## src/hdl/tsi_pkg.sv

```systemverilog
// package for the three source interrupt unit: register map, fields, reset values
package tsi_pkg;
  // byte addresses on the register bus
  localparam logic [7:0] TSI_INTERRUPT_CONTROL_IDX = 8'h0b;
  localparam logic [11:0] TSI_ADDR_INTERRUPT_CONTROL = {2'h0, TSI_INTERRUPT_CONTROL_IDX, 2'h0};
  localparam logic [11:0] TSI_ADDR_EPST = 12'h06c;
  localparam logic [11:0] TSI_ADDR_LINK = 12'h068;
  localparam logic [11:0] TSI_ADDR_STAT = 12'h100;
  // interrupt_control fields
  localparam int TSI_BIT_MASTER = 0;
  localparam int TSI_BIT_USB_EN = 1;
  localparam int TSI_BIT_T0_EN = 2;
  localparam int TSI_BIT_T1_EN = 3;
  localparam int TSI_BIT_USB_F = 4;
  localparam int TSI_BIT_T0_F = 5;
  localparam int TSI_BIT_T1_F = 6;
  // usb_link_status_control fields
  localparam int TSI_BIT_SUSPEND = 0;
  localparam int TSI_BIT_RESUME = 3;
  localparam logic [7:0] TSI_INTERRUPT_CONTROL_RESET = 8'h00;
  localparam logic [7:0] TSI_INTERRUPT_CONTROL_MASK = 8'h7f;
  localparam logic [7:0] TSI_LINK_MASK = 8'h09;
  localparam logic [2:0] TSI_EP_MASK = 3'h7;
  // call vectors
  localparam logic [11:0] TSI_VEC_USB = 12'h004;
  localparam logic [11:0] TSI_VEC_T0 = 12'h008;
  localparam logic [11:0] TSI_VEC_T1 = 12'h00c;
  localparam logic [3:0] TSI_STACK_DEPTH = 4'h8;

  typedef struct packed {
    logic suspend;
    logic resume;
    logic bus_reset;
    logic [2:0] ep_access;
  } tsi_usb_ev_type;

  typedef struct packed {
    logic req;
    logic [11:0] vector;
    logic [1:0] source;
  } tsi_call_type;

  typedef enum logic [1:0] {TSI_SRC_NONE, TSI_SRC_USB, TSI_SRC_T0, TSI_SRC_T1} tsi_src_type;
endpackage : tsi_pkg

```

## src/hdl/tsi_irq_unit.sv

```systemverilog
// three source interrupt unit with AHB-Lite register slave
// What this block does
// - accepting any interrupt clears master enable
// - flags still set while master disabled
// - software re-enable inside routine allows nesting
// - no acknowledge while stack full; hold request
// - push only program counter, branch to vector
// - four usb events set usb flag
// - usb call to 04H clears flag, master
// - endpoint access sets endpoint status bit
// - suspend sets link bit 0, usb interrupt
// - resume sets link bit 3, usb interrupt
// - bus reset raises usb interrupt
// - timer0 overflow sets bit 5, vector 08H
// - timer1 overflow sets bit 6, vector 0CH
// - withhold acknowledges until return or re-enable
// - interrupt return sets master; plain return not
// - bits 0-3 are active-high enables
// - bit 7 always reads zero
// - sample requests at phase two pulse
// - fixed priority usb, timer0, timer1
// - flags stay set until serviced or cleared
// - every source can wake halted device
// - held request served after stack pops
// - flag already set at halt blocks wake
`timescale 1ns/1ps
module tsi_irq_unit
  import tsi_pkg::*;
(
  input wire logic REF_CLK,
  input wire logic RST_N,
  input wire logic HSEL,
  input wire logic [31:0] HADDR,
  input wire logic [1:0] HTRANS,
  input wire logic HWRITE,
  input wire logic [2:0] HSIZE,
  input wire logic [31:0] HWDATA,
  input wire logic HREADY,
  output logic [31:0] HRDATA,
  output logic HREADYOUT,
  output logic HRESP,
  input wire logic PHASE_TWO_PULSE,
  input wire logic TIMER0_OVERFLOW,
  input wire logic TIMER1_OVERFLOW,
  input wire tsi_usb_ev_type USB_EVENTS,
  input wire logic STACK_FULL,
  input wire logic RETURN_FROM_INTERRUPT,
  input wire logic HALT_ENTER,
  input wire logic HALTED,
  input wire logic CALL_TAKEN,
  output tsi_call_type CALL_REQ,
  output logic WAKE_UP
);

  logic rst_s1_q;
  logic rst_s2_q;
  logic rst_n;

  always_ff @(posedge REF_CLK or negedge RST_N) begin
    if (!RST_N) begin
      rst_s1_q <= 1'b0;
      rst_s2_q <= 1'b0;
    end else begin
      rst_s1_q <= 1'b1;
      rst_s2_q <= rst_s1_q;
    end
  end
  assign rst_n = rst_s2_q;

  function automatic logic hit(input logic [11:0] a, input logic [11:0] reg_addr);
    hit = (a == reg_addr);
  endfunction : hit

  // ahb-lite address phase capture
  logic wr_pend_q;
  logic wr_pend_d;
  logic [11:0] addr_q;
  logic [11:0] addr_d;
  logic [31:0] rdata_q;
  logic [31:0] rdata_d;
  logic addr_phase;

  // interrupt state
  logic [7:0] interrupt_control_q;
  logic [7:0] interrupt_control_d;
  logic [2:0] ep_q;
  logic [2:0] ep_d;
  logic [7:0] link_q;
  logic [7:0] link_d;
  logic [2:0] latched_q;
  logic [2:0] latched_d;
  logic [2:0] halt_block_q;
  logic [2:0] halt_block_d;
  tsi_call_type call_q;
  tsi_call_type call_d;
  logic wake_q;
  logic wake_d;

  logic [2:0] hw_set;
  logic [2:0] pending;
  logic usb_event;
  logic wr_interrupt_control;
  logic wr_ep;
  logic wr_link;
  logic [7:0] wbyte;

  assign addr_phase = HSEL && HREADY && HTRANS[1];
  assign wbyte = HWDATA[7:0];
  assign wr_interrupt_control = wr_pend_q && hit(addr_q, TSI_ADDR_INTERRUPT_CONTROL);
  assign wr_ep = wr_pend_q && hit(addr_q, TSI_ADDR_EPST);
  assign wr_link = wr_pend_q && hit(addr_q, TSI_ADDR_LINK);

  assign usb_event = USB_EVENTS.suspend || USB_EVENTS.resume || USB_EVENTS.bus_reset
    || (|USB_EVENTS.ep_access);
  assign hw_set = {TIMER1_OVERFLOW, TIMER0_OVERFLOW, usb_event};

  always_comb begin
    wr_pend_d = addr_phase && HWRITE;
    addr_d = addr_phase ? HADDR[11:0] : addr_q;
    rdata_d = rdata_q;
    if (addr_phase && !HWRITE) begin
      unique case (1'b1)
        hit(HADDR[11:0], TSI_ADDR_INTERRUPT_CONTROL): rdata_d = {24'h000000, interrupt_control_q};
        hit(HADDR[11:0], TSI_ADDR_EPST): rdata_d = {29'h00000000, ep_q};
        hit(HADDR[11:0], TSI_ADDR_LINK): rdata_d = {24'h000000, link_q};
        hit(HADDR[11:0], TSI_ADDR_STAT): rdata_d = {27'h0000000, halt_block_q, call_q.req, wake_q};
        default: rdata_d = 32'h00000000;
      endcase
    end
  end

  always_comb begin
    interrupt_control_d = interrupt_control_q;
    ep_d = ep_q;
    link_d = link_q;
    latched_d = latched_q;
    halt_block_d = halt_block_q;
    call_d = call_q;
    wake_d = 1'b0;
    pending = 3'h0;
    if (wr_interrupt_control) begin
      interrupt_control_d = wbyte & TSI_INTERRUPT_CONTROL_MASK;
    end
    if (wr_ep) begin
      ep_d = wbyte[2:0] & TSI_EP_MASK;
    end
    if (wr_link) begin
      link_d = wbyte & TSI_LINK_MASK;
    end
    if (RETURN_FROM_INTERRUPT) begin
      interrupt_control_d[TSI_BIT_MASTER] = 1'b1;
    end
    latched_d = latched_q | hw_set;
    // flags set regardless of master, set wins
    if (PHASE_TWO_PULSE) begin
      interrupt_control_d[TSI_BIT_T1_F:TSI_BIT_USB_F] = interrupt_control_d[TSI_BIT_T1_F:TSI_BIT_USB_F] | latched_q | hw_set;
      latched_d = 3'h0;
    end
    ep_d = ep_d | USB_EVENTS.ep_access;
    if (USB_EVENTS.suspend) begin
      link_d[TSI_BIT_SUSPEND] = 1'b1;
    end
    if (USB_EVENTS.resume) begin
      link_d[TSI_BIT_RESUME] = 1'b1;
    end
    // flags set at halt do not wake
    if (HALT_ENTER) begin
      halt_block_d = interrupt_control_q[TSI_BIT_T1_F:TSI_BIT_USB_F];
    end else if (!HALTED) begin
      halt_block_d = 3'h0;
    end
    if (HALTED && |(hw_set & ~halt_block_q)) begin
      wake_d = 1'b1;
    end
    pending = interrupt_control_q[TSI_BIT_T1_F:TSI_BIT_USB_F] & interrupt_control_q[TSI_BIT_T1_EN:TSI_BIT_USB_EN];
    // call accepted: core pushes pc only and branches
    if (call_q.req && CALL_TAKEN) begin
      call_d.req = 1'b0;
      interrupt_control_d[TSI_BIT_MASTER] = 1'b0;
      // an event landing on this pulse survives the clear
      case (call_q.source)
        2'h1: interrupt_control_d[TSI_BIT_USB_F] = PHASE_TWO_PULSE && (latched_q[0] || hw_set[0]);
        2'h2: interrupt_control_d[TSI_BIT_T0_F] = PHASE_TWO_PULSE && (latched_q[1] || hw_set[1]);
        2'h3: interrupt_control_d[TSI_BIT_T1_F] = PHASE_TWO_PULSE && (latched_q[2] || hw_set[2]);
        default: interrupt_control_d = interrupt_control_d;
      endcase
    // only while master set; stack not full
    end else if (!call_q.req && PHASE_TWO_PULSE && interrupt_control_q[TSI_BIT_MASTER] && !STACK_FULL
                 && !HALTED && |pending) begin
      call_d.req = 1'b1;
      if (pending[0]) begin
        call_d.vector = TSI_VEC_USB;
        call_d.source = 2'h1;
      end else if (pending[1]) begin
        call_d.vector = TSI_VEC_T0;
        call_d.source = 2'h2;
      end else begin
        call_d.vector = TSI_VEC_T1;
        call_d.source = 2'h3;
      end
    // withdraw if stack filled or master cleared meanwhile
    end else if (call_q.req && (STACK_FULL || !interrupt_control_q[TSI_BIT_MASTER])) begin
      call_d.req = 1'b0;
    end
    interrupt_control_d[7] = 1'b0;
  end

  always_ff @(posedge REF_CLK or negedge rst_n) begin
    if (!rst_n) begin
      wr_pend_q <= 1'b0;
      addr_q <= 12'h000;
      rdata_q <= 32'h00000000;
      interrupt_control_q <= TSI_INTERRUPT_CONTROL_RESET;
      ep_q <= 3'h0;
      link_q <= 8'h00;
      latched_q <= 3'h0;
      halt_block_q <= 3'h0;
      call_q <= '0;
      wake_q <= 1'b0;
    end else begin
      wr_pend_q <= wr_pend_d;
      addr_q <= addr_d;
      rdata_q <= rdata_d;
      interrupt_control_q <= interrupt_control_d;
      ep_q <= ep_d;
      link_q <= link_d;
      latched_q <= latched_d;
      halt_block_q <= halt_block_d;
      call_q <= call_d;
      wake_q <= wake_d;
    end
  end

  // zero wait states keeps the slave simple
  assign HREADYOUT = 1'b1;
  assign HRESP = 1'b0;
  assign HRDATA = rdata_q;
  assign CALL_REQ = call_q;
  assign WAKE_UP = wake_q;

endmodule : tsi_irq_unit

```

## config.mk

```make
export PLATFORM = sky130hd
export DESIGN_NAME = tsi_irq_unit
export DESIGN_NICKNAME = d
export VERILOG_FILES = /design/src/hdl/tsi_pkg.sv /design/src/hdl/tsi_irq_unit.sv
export SDC_FILE = /design/constraint.sdc
export NUM_CORES = 1
export LEC_CHECK = 0
export ABC_AREA = 1
export ABC_CLOCK_PERIOD_IN_PS = 1700
export BUFFER_PORTS_ARGS = -buffer_cell sky130_fd_sc_hd__buf_2
export CAP_MARGIN = 5
export CORE_MARGIN = 1
export CORE_UTILIZATION = 35
export CTS_CLUSTER_SIZE = 16
export DETAILED_ROUTE_END_ITERATION = 10
export GPL_ROUTABILITY_DRIVEN = 1
export GPL_TIMING_DRIVEN = 0
export PLACE_DENSITY_LB_ADDON = 0.05
export SLEW_MARGIN = 20
export SYNTH_ARGS = -nofsm -noshare
export SYNTH_HDL_FRONTEND = slang
export SYNTH_SLANG_ARGS = --single-unit
```

## constraint.sdc

```tcl
create_clock -name REF_CLK -period 1.7 [get_ports REF_CLK]
set_clock_uncertainty 0.05 [all_clocks]
set_input_delay 0.34 -clock REF_CLK [delete_from_list [all_inputs] [get_ports REF_CLK]]
set_output_delay 0.34 -clock REF_CLK [all_outputs]
set_load 0.02 [all_outputs]
```

==> summary.md, run 1 <==
| Metric | Value |
|---|---|
| Status | complete, but fails checks |
| Failing checks | design-rule violations |
| Number of synthesized register bits | 44 |
| Critical Path Start Type | register |
| Total grt overflow | 0 |
| Area leader, netlist | dfrtp_1 |
| Hold Buf Count CTS | 1 |
| Reg-to-reg slack, setup | 0.22 ns |
| Top post-synthesis cells by count | nand2_1, dfrtp_1, buf_4 |
| Fin crit period | 1.48 ns |
| Slew Limit Fails | 0 |
| Die Ht | approximately 85 um |
| Critical path class | reg2reg |
| Clk_lat worst skew | about 0.30 ns |
| Comb power frac | between 10% and 20% |
| CP endpoint kind | register |
| Post-Synthesis Cells | approximately 310 |
| Gr usage total | roughly 16% |
| First-pass GRT wire length | 9.06 mm |
| Cell Area, Synth | 2400 um^2 |
| Post-route antenna net violation count | 0 |
| CTS clk-pin slew, worst paths | around 0.080 ns |
| Clock sink total | 44 |
| Slew Limit Headroom | between 60% and 70% |
| Vias in the first global route | 1922 |
| Post-synth EDFFs | 0 |
| Async S/R FF share, synth | 100% |
| Sw Pwr | around 650 uW |
| Worst slew pin tran | around 0.58 ns |
| Pleak | roughly 0.0017 uW |
| Reg power frac | a little under 50% |
| Top FF cell, synth | dfrtp_1 |
| Ant diodes | 0 |
| RSZ-0062 raised after global routing | false |
| Final nets | 495 |
| H-Tree Depth | 2 |
| Ratio of cells with drive above 1 in the final layout | 26.5% |
| Post-route clock period utilization | between 80% and 90% |
| Sequential area share after synthesis | a little under half |
| Setup tns final | 0 ns |
| Syn-to-layout area delta | 26.0% |
| Vias/cell | 4.32 |
| Post-route insts no fill | roughly 490 |
| Critical path fanouts, max | 7 |
| Most numerous cell in the Yosys netlist | nand2_1 |
| Root Driver | clkbuf_8 |
| Starting Density | a little under two fifths |
| Via count | between 2000 and 2500 |
| IO Pins | between 100 and 150 |
| Crit path DAT | ~1.6 ns |
| Gpl congestion | around 0.76 |
| Req. time, crit path | between 1.5 and 2 ns |
| Longest Clk Path Bufs | 2 |
| Synth top area share | 45.8% |
| Post_cts resized | 0 |
| Worst path slowest cell | dfrtp_1 |
| DRC Markers | 8 |
| Min-delay worst type | reg2async |
| Final Hold Vio Count | 0 |
| First-pass detailed-route iteration total | 10 |
| Maximum clock rate | slightly below 700 MHz |
| Crit-path max cell delay | 0.41 ns |
| Mean Syn Cell Area | between 7 and 8 um^2 |
| Clock Power Share | 33.6% |
| Internal power | 1710 uW |
| Maximum vdd drop | roughly 310 uV |
| Pwr/cell area | approximately 780 nW/um^2 |
| TritonCTS Buffers | 5 |
| Setup violators final | 0 |
| Initial antenna violation count | 0 |
| Routed WL per cell | between 10 and 15 um |
| Rows | 29 |
| Die X | 84.9 um |
| Core footprint | 6490 um^2 |
| CTS tree | built |
| CP cell instances | nor2_2, nand2_2, nor3_4, nand3_1, nand2_1, nand3_1 |
| Switching Share | 27.5% |
| Leading post-synthesis cells by cell area | dfrtp_1, buf_4, nand2_1 |
| IO Port Bufs | 51 |
| DP Wirelength | around 4.4 mm |
| Placed Cells | between 400 and 500 |
| Yosys warnings | 0 |
| Max Cap Viol | 0 |
| Largest net degree at the start of global routing | 33 |
| Initial DRC count | a little over 90 |
| Most frequent CP cell | nand3_1 |
| Area of the die | between 7000 and 8000 um^2 |
| Post-CTS setup buffers | 0 |
| Post-synth cell types | 23 |
| Final Routed Wirelength | approximately 5.4 mm |
## layer usage
metal	routed length, um	track usage [%]
met4	66	4.62
met1	2730	23.3
met2	2290	24.2
met5	0	0
met3	355	3.21
## critical path: cells and delay by family, from the launching register on
| kind | cells | cell delay, ns |
|---|---|---|
| AND/OR/NAND/NOR | 6 | 0.90 |
| flip-flops | 1 | 0.41 |
## area by class of cell
cell class | instances | area [um^2]
inverters | 39 | 146
repair buffers | 53 | 285
flip-flops and latches | 44 | 1100
clock buffers | 6 | 72.6
multi-input cells | 223 | 992
plain buffers | 41 | 300
fillers | 691 | 3460
well taps | 77 | 96.3
clock inverters | 2 | 35.0
## sequential cells by signal, indices dropped and copies added, names as in the netlist
name                 flops
wr_pend_q                1
rst_s1_q                 1
latched_q                3
link_q                   2
addr_q                  12
WAKE_UP                  1
CALL_REQ                 3
HRDATA                   7
rst_n                    1
interrupt_control_q      7
halt_block_q             3
ep_q                     3
## final timing paths
path                                  startpoint                     to  cells past startpoint
hold / removal                   rst_n$_DFF_PN0_  addr_q[2]$_DFFE_PN0P_                      0
max in group asynchronous        rst_n$_DFF_PN0_    wr_pend_q$_DFF_PN0_                      1
setup / recovery           addr_q[4]$_DFFE_PN0P_      ep_q[1]$_DFF_PN0_                      6
hold reg to reg                  rst_n$_DFF_PN0_  addr_q[2]$_DFFE_PN0P_                      0
min in group REF_CLK               USB_EVENTS[5]  link_q[0]$_DFFE_PN0P_                      3
setup reg to reg           addr_q[4]$_DFFE_PN0P_      ep_q[1]$_DFF_PN0_                      6
## power groups by stage
stage | combinational, uW | clock, uW | sequential [uW]
4_1_cts | 409 | 821 | 1160
2_1_floorplan | 279 | 0 | 1190
6_report | 407 | 794 | 1160
3_5_place_dp | 406 | 0 | 1180
3_3_place_gp | 381 | 0 | 1190
5_1_grt | 453 | 868 | 1170
## cell usage in the layout (no fill, tap or decap)
cell type and n:
nand2_1 75, buf_2 51, dfrtp_1 43, buf_4 39, inv_1 38, conb_1 38, nand3_1 32, nor2_1 28
o21ai_0 11, nand4_1 9, a21oi_1 9, nor3_1 5, clkbuf_8 5, nor2_2 3, clkbuf_1 3, o22ai_1 3
nand2_2 2, o31ai_1 2, nor3_4 1, nor3_2 1, inv_2 1, a31oi_1 1, o21ai_1 1, mux2_2 1
nor3b_1 1, bufinv_16 1, clkinv_2 1, dlygate4sd3_1 1, dfrtp_2 1, buf_12 1
## logic make-up (layout without fill, tap and decap cells)
logic type	Yosys count	count (layout)	synth area share, %
AND/OR/NAND/NOR	157	157	28.8
buffers and inverters	80	141	18.6
flip-flops	44	44	45.8
AO/OA/AOI/OAI	27	27	6.03
other	2	38	0.312
multiplexers	1	1	0.468
## per-stage QoR
step / power [uW] / hold WS (ns) / instance area [um^2] / util [%] / setup WS, ns
6_report: 2360 / 0.0980 / 3030 / 46.7 / 0.224
3_3_place_gp: 1570 / 0.0764 / 2890 / 44.5 / -0.237
4_1_cts: 2390 / 0.104 / 3030 / 46.7 / 0.239
5_1_grt: 2490 / 0.122 / 3030 / 46.7 / 0.0804
2_1_floorplan: 1470 / -0.00559 / 2540 / - / 0.335
3_5_place_dp: 1590 / 0.0808 / 2910 / 44.8 / 0.144
No activity file was read; power rests on OpenSTA's default activity.
==> run 2, diff against run 1 <==
--- a/config.mk
+++ b/config.mk
@@ -9,8 +9,10 @@
 export ABC_CLOCK_PERIOD_IN_PS = 1700
 export BUFFER_PORTS_ARGS = -buffer_cell sky130_fd_sc_hd__buf_2
 export CAP_MARGIN = 5
+export CELL_PAD_IN_SITES_DETAIL_PLACEMENT = 0
+export CELL_PAD_IN_SITES_GLOBAL_PLACEMENT = 1
 export CORE_MARGIN = 1
-export CORE_UTILIZATION = 35
+export CORE_UTILIZATION = 30
 export CTS_CLUSTER_SIZE = 16
 export DETAILED_ROUTE_END_ITERATION = 10
 export GPL_ROUTABILITY_DRIVEN = 1
==> summary.md, run 2 (synthesized netlist as in run 1, its figures left out) <==
| Metric | Value |
|---|---|
| Status | finished clean |
| CP endpoint kind | register |
| DRC Markers | 0 |
| Post-layout instance area | about 3000 um^2 |
| Maximum clock rate | 683 MHz |
| Starting Density | between 30% and 40% |
| Critical path fanouts, max | 7 |
| H-Tree Depth | 2 |
| Vias/cell | just over 4 |
| RSZ-0062 raised after global routing | false |
| Slew Limit Fails | 0 |
| Most flops, register | addr_q |
| Vias in the first global route | ~2100 |
| Initial DRC count | 67 |
| Post-CTS setup buffers | 0 |
| Worst slew pin tran | around 0.61 ns |
| Post-route clock period utilization | 86.2% |
| Placed cell areas | 2950 um^2 |
| Max reg flops | 12 |
| Die Ht | roughly 92 um |
| Final nets | ~500 |
| Gr usage total | between 10% and 20% |
| Gpl congestion | about 0.76 |
| Worst Slack Setup Final | about 0.24 ns |
| Worst Reg2Reg Path Length in Cells | 6 |
| DP Wirelength | ~4.7 mm |
| IO Port Bufs | a little over 50 |
| TritonCTS Buffers | 5 |
| Clock sink total | 44 |
| Hold Path Depth | 3 |
| Pleak | around 0.0017 uW |
| CTS clk-pin slew, worst paths | approximately 0.080 ns |
| Clk_lat worst skew | 0.29 ns |
| Setup violators final | 0 |
| Commonest cells after routing, fill and taps aside | nand2_1, buf_2, dfrtp_1 |
| Final Routed Wirelength | between 5 and 6 mm |
| First-pass detailed-route iteration total | 4 |
| Post-route antenna net violation count | 0 |
| Setup tns final | 0 ns |
| Routed WL per cell | around 11 um |
| Rows | 32 |
| Slew Limit Headroom | 59.2% |
| Commonest non-fill, non-tap cell in the layout | nand2_1 |
| Initial antenna violation count | 0 |
| Hold Buf Count CTS | 1 |
| Ant diodes | 0 |
| Longest Clk Path Bufs | 2 |
| Place WS | roughly 0.15 ns |
| Core footprint | 7730 um^2 |
| Maximum vdd drop | about 370 uV |
| Fillers | 840 |
| IO Pins | between 100 and 150 |
| Die X | about 92 um |
| Syn-to-layout area delta | 26.4% |
| Via count | between 2000 and 2500 |
| Total grt overflow | 0 |
| Fin util | 39.3% |
| Fin crit period | 1.46 ns |
| Crit path DAT | between 1.5 and 2 ns |
| Max Cap Viol | 0 |
| Req. time, crit path | ~1.8 ns |
| Largest net degree at the start of global routing | 26 |
| Critical Path Start Type | register |
| Post_cts resized | 0 |
| Ratio of cells with drive above 1 in the final layout | 26.3% |
| Area of the die | around 8400 um^2 |
| Pwr/cell area | 723 nW/um^2 |
| Min-delay worst type | in2reg |
| Final Hold Vio Count | 0 |
| First-pass GRT wire length | between 9 and 10 mm |
| Critical path class | reg2reg |
| Root Driver | clkbuf_8 |
| CTS tree | built |
run 2: cell count changes in the layout (fill, tap and decap cells not counted):
| cell | delta |
|---|---|
| buf_16 | +1 |
| bufinv_16 | -1 |
| buf_12 | -1 |
run 2: path summary, 6_finish.rpt:
check,startpoint,to,slack (ns)
max,addr_q[4]$_DFFE_PN0P_,ep_q[0]$_DFF_PN0_,0.24
min,USB_EVENTS[5],link_q[0]$_DFFE_PN0P_,0.20
max reg2reg,addr_q[4]$_DFFE_PN0P_,ep_q[0]$_DFF_PN0_,0.24
min reg2reg,rst_n$_DFF_PN0_,link_q[3]$_DFFE_PN0P_,0.23
max in group asynchronous,rst_n$_DFF_PN0_,HRDATA[2]$_DFFE_PN0P_,0.87
min in group asynchronous,rst_n$_DFF_PN0_,link_q[3]$_DFFE_PN0P_,0.23
run 2: area by class of cell:
cell class                 instances  area (um^2)  share of cell area (%)
clock inverter                     1         5.00                   0.165
buffer                            41          300                    9.88
inverter                          39          146                    4.82
clock buffer                       6         72.6                    2.39
timing repair buffer              53          293                    9.63
tap                              102          128                    4.20
multi-input combinational        223          992                    32.6
sequential                        44         1100                    36.3
run 2: per-stage QoR:
stage / hold WS, ns / cells / power, uW
4_1_cts: 0.191 / 509 / 2230
6_report: 0.199 / 509 / 2200
5_1_grt: 0.199 / 509 / 2330
3_5_place_dp: 0.0785 / 501 / 1590
3_3_place_gp: 0.0758 / 500 / 1580
2_1_floorplan: -0.00559 / 347 / 1470
run 2: metal layers:
layer  vias to the layer above  wire length (um)  track usage [%]
li1                       1108                 -                -
met1                       921              2840             20.6
met2                        73              2530             24.4
met3                         7               341             2.93
met4                         0                74             3.57
met5                         -                 0                0
run 2: critical path, stage by stage (launching register included):
cell     delay, ns
dfrtp_1       0.42
nor2_2        0.15
nand2_2       0.08
nor3_4        0.30
nand3_1       0.18
nand2_1       0.11
nand3_1       0.06
run 2: power by group:
part	internal (uW)	switching (uW)
clock network	280	349
logic	161	242
registers	1110	50.8
total	1560	642
